<file path="src/hdl/umlb_pkg.sv">
package umlb_pkg;

   // Register offsets on the byte-wide register port.
   localparam logic [2:0] ADR_DATA  = 3'h0;
   localparam logic [2:0] ADR_IER   = 3'h1;
   localparam logic [2:0] ADR_FCR   = 3'h2;
   localparam logic [2:0] ADR_LCR   = 3'h3;
   localparam logic [2:0] ADR_MCR   = 3'h4;
   localparam logic [2:0] ADR_LSR   = 3'h5;
   localparam logic [2:0] ADR_MSR   = 3'h6;
   localparam logic [2:0] ADR_SPARE = 3'h7;

   // Modem control fields.
   localparam int MCR_TERM = 0;
   localparam int MCR_SEND = 1;
   localparam int MCR_FLAG = 2;
   localparam int MCR_GATE = 3;
   localparam int MCR_LOOP = 4;
   localparam logic [7:0] MCR_MASK = 8'h1F;

   // Line configuration and FIFO control fields.
   localparam int LCR_PAR_EN = 3;
   localparam int LCR_EVEN   = 4;
   localparam int LCR_BREAK  = 6;
   localparam int LCR_DIVISOR_ACCESS_BIT   = 7;
   localparam int FCR_EN     = 0;
   localparam int FCR_RX_CLR = 1;

   // Irq enable fields.
   localparam int IER_RXD = 0;
   localparam int IER_THR = 1;
   localparam int IER_LSR = 2;
   localparam int IER_MSR = 3;

   // Reference clock for the divider: crystal over prescale, made from the core clock.
   localparam int XTAL_MHZ = 24;
   localparam int XTAL_DIV = 13;
   localparam int CORE_MHZ = 250;
   localparam logic [11:0] REF_STEP = 12'(XTAL_MHZ);
   localparam logic [11:0] REF_WRAP = 12'(XTAL_DIV * CORE_MHZ);
   localparam logic [11:0] REF_HALF = 12'(XTAL_DIV * CORE_MHZ / 2);

   localparam logic [3:0]  OVS_LAST  = 4'hF;
   localparam logic [3:0]  HALF_BIT  = 4'h7;
   localparam logic [2:0]  LAST_BIT  = 3'h7;
   localparam logic [4:0]  FIFO_CAP  = 5'h10;
   localparam logic [4:0]  HOLD_CAP  = 5'h01;
   localparam logic [7:0]  LSR_RESET = 8'h60;

   typedef enum logic [2:0] {RX_IDLE, RX_START, RX_DATA, RX_PAR, RX_STOP, RX_BRK} umlb_rx_t;
   typedef enum logic [2:0] {TX_IDLE, TX_START, TX_DATA, TX_PAR, TX_STOP} umlb_tx_t;

endpackage

</file>
<file path="src/hdl/umlb_uart.sv">
// Implementation choice: the strobed register port.
`timescale 1ns/100ps
`default_nettype none

module umlb_uart
   import umlb_pkg::*;
(
   input  wire logic       CORE_CLK,
   input  wire logic       RESETN,
   input  wire logic [2:0] ADDR,
   input  wire logic [7:0] WR_DATA,
   input  wire logic       WR_EN,
   input  wire logic       RD_EN,
   output logic      [7:0] RD_DATA,
   input  wire logic       RXD,
   output logic            TXD,
   output logic            TERM_READY_PIN_N,
   output logic            SEND_REQUEST_PIN_N,
   input  wire logic       CLEAR_TO_SEND_PIN_N,
   input  wire logic       SET_READY_PIN_N,
   input  wire logic       RING_PIN_N,
   input  wire logic       CARRIER_PIN_N,
   output logic            IRQ_O,
   output logic            IRQ_OE,
   output logic            BAUD_OUT
);

   logic [7:0]  mcr_q, lcr_q, ier_q, spare_q, dll_q, dlh_q;
   logic        fifo_en_q;
   logic [4:0]  pin_s1_q, pin_s2_q;
   logic [11:0] acc_q;
   logic [15:0] bcnt_q;
   logic        baud_q;
   logic [3:0]  msr_prev_q, delta_q;
   logic        oe_q, pe_q, fe_q, bi_q, ferr_q;
   logic [10:0] mem_q [16];
   logic [3:0]  wp_q, rp_q;
   logic [4:0]  cnt_q, ecnt_q;
   umlb_rx_t    rx_st_q;
   logic [3:0]  rx_sc_q;
   logic [2:0]  rx_bit_q;
   logic [7:0]  rx_sh_q;
   logic        rx_zero_q, rx_pe_q;
   umlb_tx_t    tx_st_q;
   logic [3:0]  tx_sc_q;
   logic [2:0]  tx_bit_q;
   logic [7:0]  tx_sh_q, thr_q;
   logic        thr_full_q, tx_line_q;
   logic [7:0]  rd_q;
   logic        txd_q, term_q, send_q, irq_q, irq_oe_q;

   // Bus decode.
   wire divisor_access_bit    = lcr_q[LCR_DIVISOR_ACCESS_BIT];
   wire loop    = mcr_q[MCR_LOOP];
   wire wr_data = WR_EN && (ADDR == ADR_DATA) && !divisor_access_bit;
   wire wr_dll  = WR_EN && (ADDR == ADR_DATA) && divisor_access_bit;
   wire wr_dlh  = WR_EN && (ADDR == ADR_IER) && divisor_access_bit;
   wire wr_ier  = WR_EN && (ADDR == ADR_IER) && !divisor_access_bit;
   wire wr_fcr  = WR_EN && (ADDR == ADR_FCR);
   wire rd_data = RD_EN && (ADDR == ADR_DATA) && !divisor_access_bit;
   wire rd_lsr  = RD_EN && (ADDR == ADR_LSR);
   wire rd_msr  = RD_EN && (ADDR == ADR_MSR);

   // The pins are asynchronous to the core; only the second stage is read.
   wire       rxd_pin = pin_s2_q[4];
   wire [3:0] mdm_n   = pin_s2_q[3:0];

   always_ff @(posedge CORE_CLK or negedge RESETN) begin
      if (!RESETN) begin
         pin_s1_q <= 5'h1F;
         pin_s2_q <= 5'h1F;
      end else begin
         pin_s1_q <= {RXD, CARRIER_PIN_N, RING_PIN_N, SET_READY_PIN_N, CLEAR_TO_SEND_PIN_N};
         pin_s2_q <= pin_s1_q;
      end
   end

   // Reference tick: 24 MHz / 13 synthesised from the core clock by a phase accumulator.
   wire        ref_tick = (acc_q >= (REF_WRAP - REF_STEP));
   wire [11:0] acc_d    = ref_tick ? acc_q + REF_STEP - REF_WRAP : acc_q + REF_STEP;
   wire        ref_lvl  = (acc_q < REF_HALF);

   // Baud divider. A zero divisor acts as three.
   wire [15:0] div_w    = {wr_dlh ? WR_DATA : dlh_q, wr_dll ? WR_DATA : dll_q};
   wire [15:0] eff_w    = (div_w == 16'h0000) ? 16'h0003 : div_w;
   wire [15:0] eff_q    = ({dlh_q, dll_q} == 16'h0000) ? 16'h0003 : {dlh_q, dll_q};
   wire        tick16   = ref_tick && (bcnt_q == 16'h0000);
   wire [15:0] bcnt_d   = (wr_dll || wr_dlh) ? eff_w - 16'h0001 :
                          tick16 ? eff_q - 16'h0001 :
                          ref_tick ? bcnt_q - 16'h0001 : bcnt_q;
   wire        baud_d   = (eff_q == 16'h0001) ? !ref_lvl :
                          (eff_q == 16'h0002) ? (bcnt_q == 16'h0000) :
                          (bcnt_q < eff_q - 16'h0002);

   always_ff @(posedge CORE_CLK or negedge RESETN) begin
      if (!RESETN) begin
         acc_q  <= 12'h000;
         bcnt_q <= 16'h0000;
         baud_q <= 1'b0;
      end else begin
         acc_q  <= acc_d;
         bcnt_q <= bcnt_d;
         baud_q <= baud_d;
      end
   end

   // Software registers.
   always_ff @(posedge CORE_CLK or negedge RESETN) begin
      if (!RESETN) begin
         mcr_q     <= 8'h00;
         lcr_q     <= 8'h00;
         ier_q     <= 8'h00;
         spare_q   <= 8'h00;
         dll_q     <= 8'h00;
         dlh_q     <= 8'h00;
         fifo_en_q <= 1'b0;
      end else begin
         if (WR_EN && ADDR == ADR_MCR)   mcr_q   <= WR_DATA & MCR_MASK;
         if (WR_EN && ADDR == ADR_LCR)   lcr_q   <= WR_DATA;
         if (WR_EN && ADDR == ADR_SPARE) spare_q <= WR_DATA;
         if (wr_ier) ier_q <= {4'h0, WR_DATA[3:0]};
         if (wr_dll) dll_q <= WR_DATA;
         if (wr_dlh) dlh_q <= WR_DATA;
         if (wr_fcr) fifo_en_q <= WR_DATA[FCR_EN];
      end
   end

   // Modem status. In loopback the control bits stand in for the inputs.
   wire [3:0] mstat = loop ? {mcr_q[MCR_GATE], mcr_q[MCR_FLAG],
                              mcr_q[MCR_TERM], mcr_q[MCR_SEND]} : ~mdm_n;
   wire [3:0] dset  = {mstat[3] ^ msr_prev_q[3], msr_prev_q[2] & !mstat[2],
                       mstat[1] ^ msr_prev_q[1], mstat[0] ^ msr_prev_q[0]};

   always_ff @(posedge CORE_CLK or negedge RESETN) begin
      if (!RESETN) begin
         msr_prev_q <= 4'h0;
         delta_q    <= 4'h0;
      end else begin
         msr_prev_q <= mstat;
         delta_q    <= dset | (rd_msr ? 4'h0 : delta_q);
      end
   end

   // Transmitter. The shift output also feeds the receiver in loopback.
   wire       par_en   = lcr_q[LCR_PAR_EN];
   wire       tx_xfer  = (tx_st_q == TX_IDLE) && thr_full_q;
   wire       tx_end   = tick16 && (tx_sc_q == OVS_LAST);
   wire       ser_out  = lcr_q[LCR_BREAK] ? 1'b0 : tx_line_q;
   wire       tx_par   = lcr_q[LCR_EVEN] ? ^tx_sh_q : ~^tx_sh_q;
   wire       thr_empty = !thr_full_q;
   wire       tx_empty  = !thr_full_q && (tx_st_q == TX_IDLE);

   always_ff @(posedge CORE_CLK or negedge RESETN) begin
      if (!RESETN) begin
         thr_q      <= 8'h00;
         thr_full_q <= 1'b0;
      end else begin
         if (wr_data) thr_q <= WR_DATA;
         thr_full_q <= wr_data || (thr_full_q && !tx_xfer);
      end
   end

   always_ff @(posedge CORE_CLK or negedge RESETN) begin
      if (!RESETN) begin
         tx_st_q   <= TX_IDLE;
         tx_sc_q   <= 4'h0;
         tx_bit_q  <= 3'h0;
         tx_sh_q   <= 8'h00;
         tx_line_q <= 1'b1;
      end else begin
         if (tick16) tx_sc_q <= tx_sc_q + 4'h1;
         case (tx_st_q)
            TX_IDLE: begin
               tx_line_q <= 1'b1;
               if (tx_xfer) begin
                  tx_sh_q   <= thr_q;
                  tx_st_q   <= TX_START;
                  tx_sc_q   <= 4'h0;
                  tx_line_q <= 1'b0;
               end
            end
            TX_START: begin
               if (tx_end) begin
                  tx_st_q   <= TX_DATA;
                  tx_bit_q  <= 3'h0;
                  tx_line_q <= tx_sh_q[0];
               end
            end
            TX_DATA: begin
               if (tx_end) begin
                  tx_bit_q <= tx_bit_q + 3'h1;
                  if (tx_bit_q == LAST_BIT) begin
                     tx_st_q   <= par_en ? TX_PAR : TX_STOP;
                     tx_line_q <= par_en ? tx_par : 1'b1;
                  end else begin
                     tx_sh_q   <= {1'b0, tx_sh_q[7:1]};
                     tx_line_q <= tx_sh_q[1];
                  end
               end
            end
            TX_PAR: begin
               if (tx_end) begin
                  tx_st_q   <= TX_STOP;
                  tx_line_q <= 1'b1;
               end
            end
            TX_STOP: begin
               if (tx_end) tx_st_q <= TX_IDLE;
            end
            default: tx_st_q <= TX_IDLE;
         endcase
      end
   end

   // Receiver, sampling bit centres on the sixteen-times tick.
   wire       rx_in    = loop ? ser_out : rxd_pin;
   wire       rx_mid   = tick16 && (rx_sc_q == OVS_LAST);
   wire       rx_push  = (rx_st_q == RX_STOP) && rx_mid;
   wire       rx_brk   = rx_zero_q && !rx_in && !(par_en && rx_pe_q);
   wire       rx_fe    = !rx_in && !rx_brk;
   wire [2:0] push_err = {rx_brk, rx_fe, rx_pe_q && !rx_brk};
   wire [7:0] push_dat = rx_brk ? 8'h00 : rx_sh_q;
   wire       rx_pbit  = lcr_q[LCR_EVEN] ? ^rx_sh_q : ~^rx_sh_q;

   always_ff @(posedge CORE_CLK or negedge RESETN) begin
      if (!RESETN) begin
         rx_st_q   <= RX_IDLE;
         rx_sc_q   <= 4'h0;
         rx_bit_q  <= 3'h0;
         rx_sh_q   <= 8'h00;
         rx_zero_q <= 1'b0;
         rx_pe_q   <= 1'b0;
      end else begin
         if (tick16) rx_sc_q <= rx_sc_q + 4'h1;
         case (rx_st_q)
            RX_IDLE: begin
               rx_sc_q <= 4'h0;
               if (tick16 && !rx_in) rx_st_q <= RX_START;
            end
            RX_START: begin
               if (tick16 && rx_sc_q == HALF_BIT) begin
                  rx_sc_q   <= 4'h0;
                  rx_bit_q  <= 3'h0;
                  rx_zero_q <= 1'b1;
                  rx_pe_q   <= 1'b0;
                  rx_st_q   <= rx_in ? RX_IDLE : RX_DATA;
               end
            end
            RX_DATA: begin
               if (rx_mid) begin
                  rx_sh_q   <= {rx_in, rx_sh_q[7:1]};
                  rx_zero_q <= rx_zero_q && !rx_in;
                  rx_bit_q  <= rx_bit_q + 3'h1;
                  if (rx_bit_q == LAST_BIT) rx_st_q <= par_en ? RX_PAR : RX_STOP;
               end
            end
            RX_PAR: begin
               if (rx_mid) begin
                  rx_pe_q   <= (rx_in != rx_pbit);
                  rx_zero_q <= rx_zero_q && !rx_in;
                  rx_st_q   <= RX_STOP;
               end
            end
            RX_STOP: begin
               if (rx_mid) begin
                  rx_sc_q <= 4'h0;
                  // After a framing error the low stop is taken as the next start bit.
                  rx_st_q <= rx_brk ? RX_BRK : rx_fe ? RX_START : RX_IDLE;
               end
            end
            RX_BRK: begin
               // The line must stay high half a bit before a new start is hunted.
               if (tick16 && !rx_in) rx_sc_q <= 4'h0;
               if (tick16 && rx_in && rx_sc_q == HALF_BIT) rx_st_q <= RX_IDLE;
            end
            default: rx_st_q <= RX_IDLE;
         endcase
      end
   end

   // Receive store: sixteen entries in FIFO mode, one holding entry otherwise.
   wire [4:0]  cap      = fifo_en_q ? FIFO_CAP : HOLD_CAP;
   wire        rx_pop   = rd_data && (cnt_q != 5'h00);
   wire        full     = (cnt_q >= cap);
   wire        ovr_evt  = rx_push && full && !rx_pop;
   wire        push_ok  = rx_push && !ovr_evt;
   wire        hold_ovw = ovr_evt && !fifo_en_q;
   wire        flush    = wr_fcr && (WR_DATA[FCR_RX_CLR] || WR_DATA[FCR_EN] != fifo_en_q);
   wire [3:0]  rp_nx    = rp_q + 4'h1;
   wire [2:0]  head_err = mem_q[rp_q][10:8];
   wire        next_mem = rx_pop && (cnt_q > 5'h01);
   wire        head_new = next_mem || (push_ok && (cnt_q == 5'h00 || rx_pop)) || hold_ovw;
   wire [2:0]  new_err  = next_mem ? mem_q[rp_nx][10:8] : push_err;
   wire [3:0]  wr_idx   = hold_ovw ? rp_q : wp_q;
   wire        err_in   = push_ok && (push_err != 3'h0);
   wire        err_out  = rx_pop && (head_err != 3'h0);

   always_ff @(posedge CORE_CLK) begin
      if (push_ok || hold_ovw) mem_q[wr_idx] <= {push_err, push_dat};
   end

   always_ff @(posedge CORE_CLK or negedge RESETN) begin
      if (!RESETN) begin
         wp_q   <= 4'h0;
         rp_q   <= 4'h0;
         cnt_q  <= 5'h00;
         ecnt_q <= 5'h00;
      end else if (flush) begin
         wp_q   <= 4'h0;
         rp_q   <= 4'h0;
         cnt_q  <= 5'h00;
         ecnt_q <= 5'h00;
      end else begin
         if (push_ok) wp_q <= wp_q + 4'h1;
         if (rx_pop)  rp_q <= rp_nx;
         cnt_q  <= cnt_q + {4'h0, push_ok} - {4'h0, rx_pop};
         ecnt_q <= ecnt_q + {4'h0, err_in} - {4'h0, err_out};
      end
   end

   // Error flags: a new event in the reading cycle survives the clear.
   always_ff @(posedge CORE_CLK or negedge RESETN) begin
      if (!RESETN) begin
         oe_q   <= 1'b0;
         pe_q   <= 1'b0;
         fe_q   <= 1'b0;
         bi_q   <= 1'b0;
         ferr_q <= 1'b0;
      end else begin
         oe_q   <= ovr_evt || (oe_q && !rd_lsr);
         pe_q   <= (head_new && new_err[0]) || (pe_q && !rd_lsr);
         fe_q   <= (head_new && new_err[1]) || (fe_q && !rd_lsr);
         bi_q   <= (head_new && new_err[2]) || (bi_q && !rd_lsr);
         ferr_q <= fifo_en_q && ((ecnt_q != 5'h00) || err_in || (ferr_q && !rd_lsr));
      end
   end

   wire [7:0] line_stat_reg = {ferr_q, tx_empty, thr_empty, bi_q, fe_q, pe_q, oe_q,
                     cnt_q != 5'h00};
   wire [7:0] modem_stat_reg = {mstat, delta_q};

   // Interrupt sources, each gated by its enable.
   wire irq_d = (ier_q[IER_RXD] && line_stat_reg[0]) ||
                (ier_q[IER_THR] && thr_empty) ||
                (ier_q[IER_LSR] && (line_stat_reg[4:1] != 4'h0)) ||
                (ier_q[IER_MSR] && (delta_q != 4'h0));

   wire [7:0] rd_mux = (ADDR == ADR_DATA)  ? (divisor_access_bit ? dll_q : mem_q[rp_q][7:0]) :
                       (ADDR == ADR_IER)   ? (divisor_access_bit ? dlh_q : ier_q) :
                       (ADDR == ADR_LCR)   ? lcr_q :
                       (ADDR == ADR_MCR)   ? mcr_q :
                       (ADDR == ADR_LSR)   ? line_stat_reg :
                       (ADDR == ADR_MSR)   ? modem_stat_reg :
                       (ADDR == ADR_SPARE) ? spare_q : 8'h00;

   always_ff @(posedge CORE_CLK or negedge RESETN) begin
      if (!RESETN) begin
         rd_q     <= 8'h00;
         txd_q    <= 1'b1;
         term_q   <= 1'b1;
         send_q   <= 1'b1;
         irq_q    <= 1'b0;
         irq_oe_q <= 1'b0;
      end else begin
         rd_q     <= RD_EN ? rd_mux : 8'h00;
         txd_q    <= loop ? 1'b1 : ser_out;
         term_q   <= loop ? 1'b1 : !mcr_q[MCR_TERM];
         send_q   <= loop ? 1'b1 : !mcr_q[MCR_SEND];
         irq_q    <= irq_d;
         irq_oe_q <= mcr_q[MCR_GATE];
      end
   end

   assign RD_DATA            = rd_q;
   assign TXD                = txd_q;
   assign TERM_READY_PIN_N   = term_q;
   assign SEND_REQUEST_PIN_N = send_q;
   assign IRQ_O              = irq_q;
   assign IRQ_OE             = irq_oe_q;
   assign BAUD_OUT           = baud_q;

   AST_TERM_PIN: assert property (@(posedge CORE_CLK) disable iff (!RESETN)
      !mcr_q[MCR_LOOP] |=> (TERM_READY_PIN_N == !$past(mcr_q[MCR_TERM])))
      else $error("terminal-ready pin does not follow control bit");
   AST_MCR_ZERO: assert property (@(posedge CORE_CLK) disable iff (!RESETN)
      (RD_EN && ADDR == ADR_MCR) |=> (RD_DATA[7:5] == 3'h0))
      else $error("control bits 5 to 7 read nonzero");
   AST_IRQ_GATE: assert property (@(posedge CORE_CLK) disable iff (!RESETN)
      (WR_EN && ADDR == ADR_MCR) |-> ##2 (IRQ_OE == $past(WR_DATA[MCR_GATE], 2)))
      else $error("interrupt enable does not follow gate bit");
   AST_LOOP_TXD: assert property (@(posedge CORE_CLK) disable iff (!RESETN)
      mcr_q[MCR_LOOP] |=> TXD)
      else $error("serial output not marking in loopback");
   AST_LOOP_PINS: assert property (@(posedge CORE_CLK) disable iff (!RESETN)
      mcr_q[MCR_LOOP] |=> (TERM_READY_PIN_N && SEND_REQUEST_PIN_N))
      else $error("modem pins not inactive in loopback");
   AST_DATA_READY: assert property (@(posedge CORE_CLK) disable iff (!RESETN)
      (push_ok && !flush) |=> line_stat_reg[0])
      else $error("data ready not set after character");
   AST_OVR_CLEAR: assert property (@(posedge CORE_CLK) disable iff (!RESETN)
      (rd_lsr && !ovr_evt) |=> !oe_q)
      else $error("overrun not cleared by status read");
   AST_THR_WRITE: assert property (@(posedge CORE_CLK) disable iff (!RESETN)
      wr_data |=> !thr_empty && !tx_empty)
      else $error("holding empty still set after write");
   AST_SPARE: assert property (@(posedge CORE_CLK) disable iff (!RESETN)
      (WR_EN && ADDR == ADR_SPARE) ##1 !WR_EN ##1 (RD_EN && ADDR == ADR_SPARE && !WR_EN)
      |=> (RD_DATA == $past(WR_DATA, 3)))
      else $error("spare register read mismatch");
   AST_RELOAD: assert property (@(posedge CORE_CLK) disable iff (!RESETN)
      (wr_dll || wr_dlh) |=> (bcnt_q == eff_q - 16'h0001))
      else $error("baud counter not reloaded on divisor write");
   AST_MSR_LOOP: assert property (@(posedge CORE_CLK) disable iff (!RESETN)
      (mcr_q[MCR_LOOP] && RD_EN && ADDR == ADR_MSR)
      |=> (RD_DATA[4] == $past(mcr_q[MCR_SEND])))
      else $error("loopback status bit 4 does not show send request");

endmodule

`default_nettype wire

</file>
<file path="config.mk">
export PLATFORM = sky130hd
export DESIGN_NAME = umlb_uart
export DESIGN_NICKNAME = d
export VERILOG_FILES = /design/src/hdl/umlb_pkg.sv /design/src/hdl/umlb_uart.sv
export SDC_FILE = /design/constraint.sdc
export NUM_CORES = 1
export LEC_CHECK = 0
export ABC_CLOCK_PERIOD_IN_PS = 5050
export BUFFER_PORTS_ARGS = -buffer_cell sky130_fd_sc_hd__buf_2
export CAP_MARGIN = 10
export CORE_ASPECT_RATIO = 0.6
export CORE_UTILIZATION = 40
export CTS_CLUSTER_SIZE = 25
export DETAILED_ROUTE_END_ITERATION = 8
export GPL_TIMING_DRIVEN = 0
export SLEW_MARGIN = 40
export SYNTH_ARGS = -nofsm -noshare
export SYNTH_HDL_FRONTEND = slang
export SYNTH_SLANG_ARGS = --single-unit
</file>
<file path="constraint.sdc">
create_clock -name CORE_CLK -period 5.05 [get_ports CORE_CLK]
set_input_delay 1.01 -clock CORE_CLK [delete_from_list [all_inputs] [get_ports CORE_CLK]]
set_output_delay 1.01 -clock CORE_CLK [all_outputs]
set_load 0.05 [all_outputs]
</file>
# [Yosys cells after proc, flatten, opt, wreduce, memory -nomap -nowiden]
# Memory sizes are Yosys's and may differ from the RTL's.
# Cells that the tools add are included.
[totals] register_bits=173 ramBits=176 input_bits=20 out_inout_bits=14 n_memories=1
[classes] n_addsub=16 order_cmp=5 eq_ne=40 mux=90 bitwise_logic=6 reduce_logical=119
[memory_table] name="mem_q" depth=16 word_bits=11 read_ports=2 rd_clocked_by_memory_dff=0 wr=1 line_no="umlb_uart.sv:36" text="logic [10:0] mem_q [16];"
[ops] operator="$mux W8" n=16
[ops] operator="$mux W16" n=5
[ops] operator="$mux W3" n=19
[ops] operator="$mux W4" n=14
[ops] operator="$logic_and A1 B1 Y1" n=53
[ops] operator="$logic_not A16 Y1" n=3
[ops] operator="$sub A16 B1 Y16 const B" n=3
[ops] operator="$ne A2 B2 Y1 const B" n=14
[ops] operator="$eq A3 B3 Y1 const B" n=9
[ops] operator="$mux W1" n=22
[ops] operator="$eq A3 B2 Y1 const B" n=6
[ops] operator="$pmux W3 S6" n=1
[ops] operator="$add A4 B1 Y4 const B" n=4
[ops] operator="$eq A16 B1 Y1 const B" n=1
[ops] operator="$eq A16 B2 Y1 const B" n=1
[ops] operator="$logic_or A1 B1 Y1" n=16
[ops] operator="$lt A16 B16 Y1" n=1
[ops] operator="$pmux W4 S4" n=1
[ops] operator="$pmux W8 S2" n=1
[ops] operator="$reduce_xnor A8 Y1" n=2
[ops] operator="$reduce_xor A8 Y1" n=2
[ops] operator="$sub A16 B2 Y16 const B" n=1
[ops] operator="$mux W5" n=3
[ops] operator="$pmux W3 S5" n=1
[ops] operator="36 further kinds" n=77

# [Depth between registers and ports, before layout]
[logic_depth] depth_word=13 mapped_depth=18 depth_no_buf=17

# [Worst setup path before layout]
# No wires, ideal clock.
[synth_path] kind="input to register" from="input ADDR[1]" to="register cnt_q[4]" setup_ns=0.078 arrival_time_ns=3.851 path_slack_ns=1.122 path_stages=15 path_buffers=2 path_cell_list="clkbuf_1 -> nor3_2 -> nand4_1 -> o21ai_0 -> and4_1 -> buf_2 -> inv_2 -> ha_1 -> inv_1 -> ha_1 -> fa_1 -> a21oi_1 -> nor2_1 -> or3_1 -> a21oi_1"
[synth_via] elab_chain_cells=11 elab_cells_between_ends=14 classes_between="add/sub: 2; eq/ne: 1; mux: 1; reduce/logical: 10"
[synth_rtl] element="start: declaration" line_no="umlb_uart.sv:10" text="input wire logic [2:0] ADDR,"
[synth_rtl] element="$logic_not A3 Y1" line_no="umlb_uart.sv:60" text="wire rd_data = RD_EN && (ADDR == ADR_DATA) && !divisor_access_bit;"
[synth_rtl] element="$logic_and A1 B1 Y1 (2 in a row)" line_no="umlb_uart.sv:60"
[synth_rtl] element="$logic_and A1 B1 Y1" line_no="umlb_uart.sv:283" text="wire rx_pop = rd_data && (cnt_q != 5'h00);"
[synth_rtl] element="$logic_not A1 Y1" line_no="umlb_uart.sv:285" text="wire ovr_evt = rx_push && full && !rx_pop;"
[synth_rtl] element="$logic_and A1 B1 Y1" line_no="umlb_uart.sv:285"
[synth_rtl] element="$logic_not A1 Y1" line_no="umlb_uart.sv:286" text="wire push_ok = rx_push && !ovr_evt;"
[synth_rtl] element="$logic_and A1 B1 Y1" line_no="umlb_uart.sv:286"
[synth_rtl] element="$add A5 B1 Y5" line_no="umlb_uart.sv:316" text="cnt_q <= cnt_q + {4'h0, push_ok} - {4'h0, rx_pop};"
[synth_rtl] element="$sub A5 B1 Y5" line_no="umlb_uart.sv:316"
[synth_rtl] element="$mux W5 (*)" line_no="umlb_uart.sv:308" text="end else if (flush) begin"
[synth_rtl] element="end signal: assignment" line_no="umlb_uart.sv:316"
[synth_rtl] element="end: declaration" line_no="umlb_uart.sv:38" text="logic [4:0] cnt_q, ecnt_q;"
# Every way passes the cells marked *; elsewhere a longest branch is shown, timed or not.
# A chain may end at the register's enable or synchronous reset.

# [Worst setup path in the final report]
[layout_path] from="register dll_q[7]" to="register baud_q (netlist: BAUD_OUT)"
[layout_via] elab_chain_cells=6 elab_cells_between_ends=8 classes_between="add/sub: 1; order compare: 1; eq/ne: 2; mux: 3; reduce/logical: 1"
[layout_rtl] element="start: declaration" line_no="umlb_uart.sv:28" text="logic [7:0] mcr_q, lcr_q, ier_q, spare_q, dll_q, dlh_q;"
[layout_rtl] element="start signal: assignment" line_no="umlb_uart.sv:114" text="dll_q <= 8'h00;"
[layout_rtl] element="start signal: assignment" line_no="umlb_uart.sv:122" text="if (wr_dll) dll_q <= WR_DATA;"
[layout_rtl] element="$logic_not A16 Y1" line_no="umlb_uart.sv:86" text="wire [15:0] eff_q = ({dlh_q, dll_q} == 16'h0000) ? 16'h0003 : {dlh_q, dll_q};"
[layout_rtl] element="$mux W16 (*)" line_no="umlb_uart.sv:86"
[layout_rtl] element="$sub A16 B2 Y16" line_no="umlb_uart.sv:93" text="(bcnt_q < eff_q - 16'h0002);"
[layout_rtl] element="$lt A16 B16 Y1" line_no="umlb_uart.sv:93"
[layout_rtl] element="$mux W1" line_no="umlb_uart.sv:92" text="(eff_q == 16'h0002) ? (bcnt_q == 16'h0000) :"
[layout_rtl] element="$mux W1 (*)" line_no="umlb_uart.sv:91" text="wire baud_d = (eff_q == 16'h0001) ? !ref_lvl :"
[layout_rtl] element="via baud_d" line_no="umlb_uart.sv:91"
[layout_rtl] element="end signal: assignment" line_no="umlb_uart.sv:103" text="baud_q <= baud_d;"
[layout_rtl] element="end: declaration" line_no="umlb_uart.sv:33" text="logic baud_q;"
# Mark *: on every way through the listed nets, which the timed path passes. The rest lies on a longest branch.

==> flow_summary.json <==
{
  "hpwl_mm": 38.29,
  "clk_path_buf_depth": 3,
  "fin_nets": 1692,
  "pre_cts_slack_ps": 50.62,
  "rsz0062_at_grt": "false",
  "finalWirelength_mm": 52.02,
  "cts_tree": "done",
  "core_area_sq_um": 43630,
  "synth.distinct_cells": 82,
  "cp-end-kind": "register",
  "status": "finished with violations",
  "routabilityCongestion": 0.9183,
  "n_fill_cell": 3952,
  "p_per_area_nw_per_um2": 437.9,
  "groute.usage.overall": 0.2306,
  "start_util": 0.4079,
  "syn-num-nets": 1611,
  "clock_sinks": 348,
  "synth_seq_cells": 348,
  "final.min_clock_period_ps": 4851,
  "insertion_delay_ps": 550,
  "num_vias": 13100,
  "hp-class": "in2async",
  "avgRoutedWirePerCell_um": 23.40,
  "synth_most_common_cell": "edfxtp_1",
  "fmax_mhz": 206.1,
  "cts_buffers": 36,
  "min_period_over_period": 0.9606,
  "diodes": 0,
  "multi_input_area_sq_um": 7819,
  "fp.dieH_um": 165.4,
  "reg2regPathDepth": 17,
  "ios": 34,
  "violations": "DRC",
  "grt_pass1_vias": 12130,
  "die_area_sq_um": 45360,
  "ys.flop_type": "edfxtp_1",
  "syn_inst": 1535,
  "drc": 4,
  "worst_clock_skew_ps": 23.38,
  "cp-start-kind": "register",
  "tightest_slew_ps": 910.1,
  "grt_max_degree": 75,
  "grt_pass1_wl_mm": 77.45,
  "yosysSeqAreaShare": 0.5399,
  "synthArstFlopShare": 0.4943,
  "drive_gt1_frac": 0.1533,
  "htreeDepth": 2,
  "synth_top_area_share": 0.2970,
  "syn_to_final_growth_pct": 13.66,
  "path_class": "reg2reg",
  "yosys.area.top_type": "edfxtp_1",
  "synthTopCellsByCount": "edfxtp_1 (176), dfrtp_1 (158), nand2_1 (150), nor2_1 (91), o21ai_0 (84)",
  "drtPass1Iterations": 8,
  "drtAntennaViolNets": 0,
  "antenna_found_initial": 1,
  "peakVddDrop_mv": 0.2310,
  "p_leak_uw": 0.008019,
  "finalSetupViolCount": 0,
  "ys.warnings.count": 0,
  "io_buffers": 30,
  "clk_pin_slew_ps": 70,
  "first_iter_violations": 1756,
  "grt-ovfl-total": 0,
  "rows": 59,
  "synthTopCellsByArea": "edfxtp_1 (30%), dfrtp_1 (22%), mux4_2 (5.4%)",
  "die_x_um": 274.3,
  "setup_ws_ps": 199.0,
  "crit_fanout": 8,
  "cp.arrival_ps": 5300,
  "vias_per_cell": 5.891,
  "slew_viol_final": 0,
  "drv_cap": 0,
  "regArea_sq_um": 9607,
  "syn_area_sq_um": 17790,
  "syn_avg_cell_area_sq_um": 11.59,
  "fin_tns_setup_ps": 0,
  "relSlewSlack": 0.3933,
  "hold_viol_final": 0,
  "synth_edf_count": 176,
  "required_ps": 5500,
  "clockRootBuffer": "clkbuf_16"
}
## registers in the layout (all words and copies together) (netlist names), 8 cells and up
name	cells
RD_DATA	8
acc_q	11
bcnt_q	16
dlh_q	8
dll_q	8
lcr_q	8
mem_q	176
rx_sh_q	8
spare_q	8
thr_q	8
tx_sh_q	8
## power by group
part	switching, uW	internal (uW)	leakage (uW)
logic	1690	1030	0.00330
clock network	1170	1480	0.000572
registers	258	3230	0.00415
total	3110	5740	0.00802
## worst max-delay path: stages (launching register included)
cell and delay, ps:
dfrtp_1 320, clkbuf_1 400, nor3_1 200, nand4_1 370, nor4b_2 150, a21oi_1 480
ha_1 320, or3b_2 530, nor4b_2 490, xnor2_1 180, ha_1 270, a21o_1 180
a21o_1 170, a21oi_1 130, o21ai_0 100, nand3_1 90, a21oi_1 110, a221oi_1 240
## path summary, 6_finish.rpt
check,startpoint,to,slack (ps)
worst min register to register,pin_s1_q[4],pin_s2_q[4],360
worst min-delay path,RESETN,bcnt_q[15],350
max in group asynchronous,RESETN,pin_s1_q[4],3940
min in group CORE_CLK,pin_s1_q[4],pin_s2_q[4],360
worst max register to register,dll_q[7],BAUD_OUT,200
worst max-delay path,dll_q[7],BAUD_OUT,200
## cell usage in the layout (no fill, tap or decap), types with 53 or more instances in the layout
cell type	count
o21ai_0	84
nand2_1	150
ha_1	54
a21oi_1	81
inv_1	55
nor2_1	90
clkbuf_1	75
dfrtp_1	158
xnor2_1	53
edfxtp_1	176
## logic make-up after synthesis
family | Yosys count | synth area share
xor gates and xnor gates | 87 | 0.04359
adders and majority gates | 56 | 0.04022
and+or+nand+nor | 452 | 0.1262
DFF | 348 | 0.5399
buffers and inverters | 146 | 0.03136
muxes | 132 | 0.1077
AOI/OAI and AO/OA | 314 | 0.1110
## what timing repair did
item	CTS	global route
setup endpoints to repair	0	1
hold buffers	0	0
buffers inserted	0	0
resized for setup	0	3
## per-layer routing
metal / vias to the layer above / share of wire / track usage
met3: 69 / 0.13 / 0.08271
met4: 0 / 0.019 / 0.05126
met1: 6517 / 0.50 / 0.3756
li1: 5860 / - / -
met2: 650 / 0.36 / 0.2770
met5: - / 0 / 0
## final cells by class
type                       instances  area share
multi-input combinational       1041      0.3866
sequential                       348      0.4750
tap                              579     0.03582
clock buffer                      45     0.04770
clock inverter                    21    0.009898
inverter                          57     0.01058
timing repair buffer              43     0.01695
buffer                            89     0.01751
## metrics by stage
stage               instances  hold slack, ps  cell area (sq um)  utilization  total power (uW)
floorplan                1535           345.2              17790            -              5317
global placement         2144           346.3              18670       0.4279              6085
detailed placement       2155           346.8              19010       0.4358              6147
CTS                      2221           348.2              20180       0.4625              8811
global route             2223           358.7              20230       0.4636              9262
finish                   2223           345.4              20230       0.4636              8856
(Power assumes the default switching activity.)
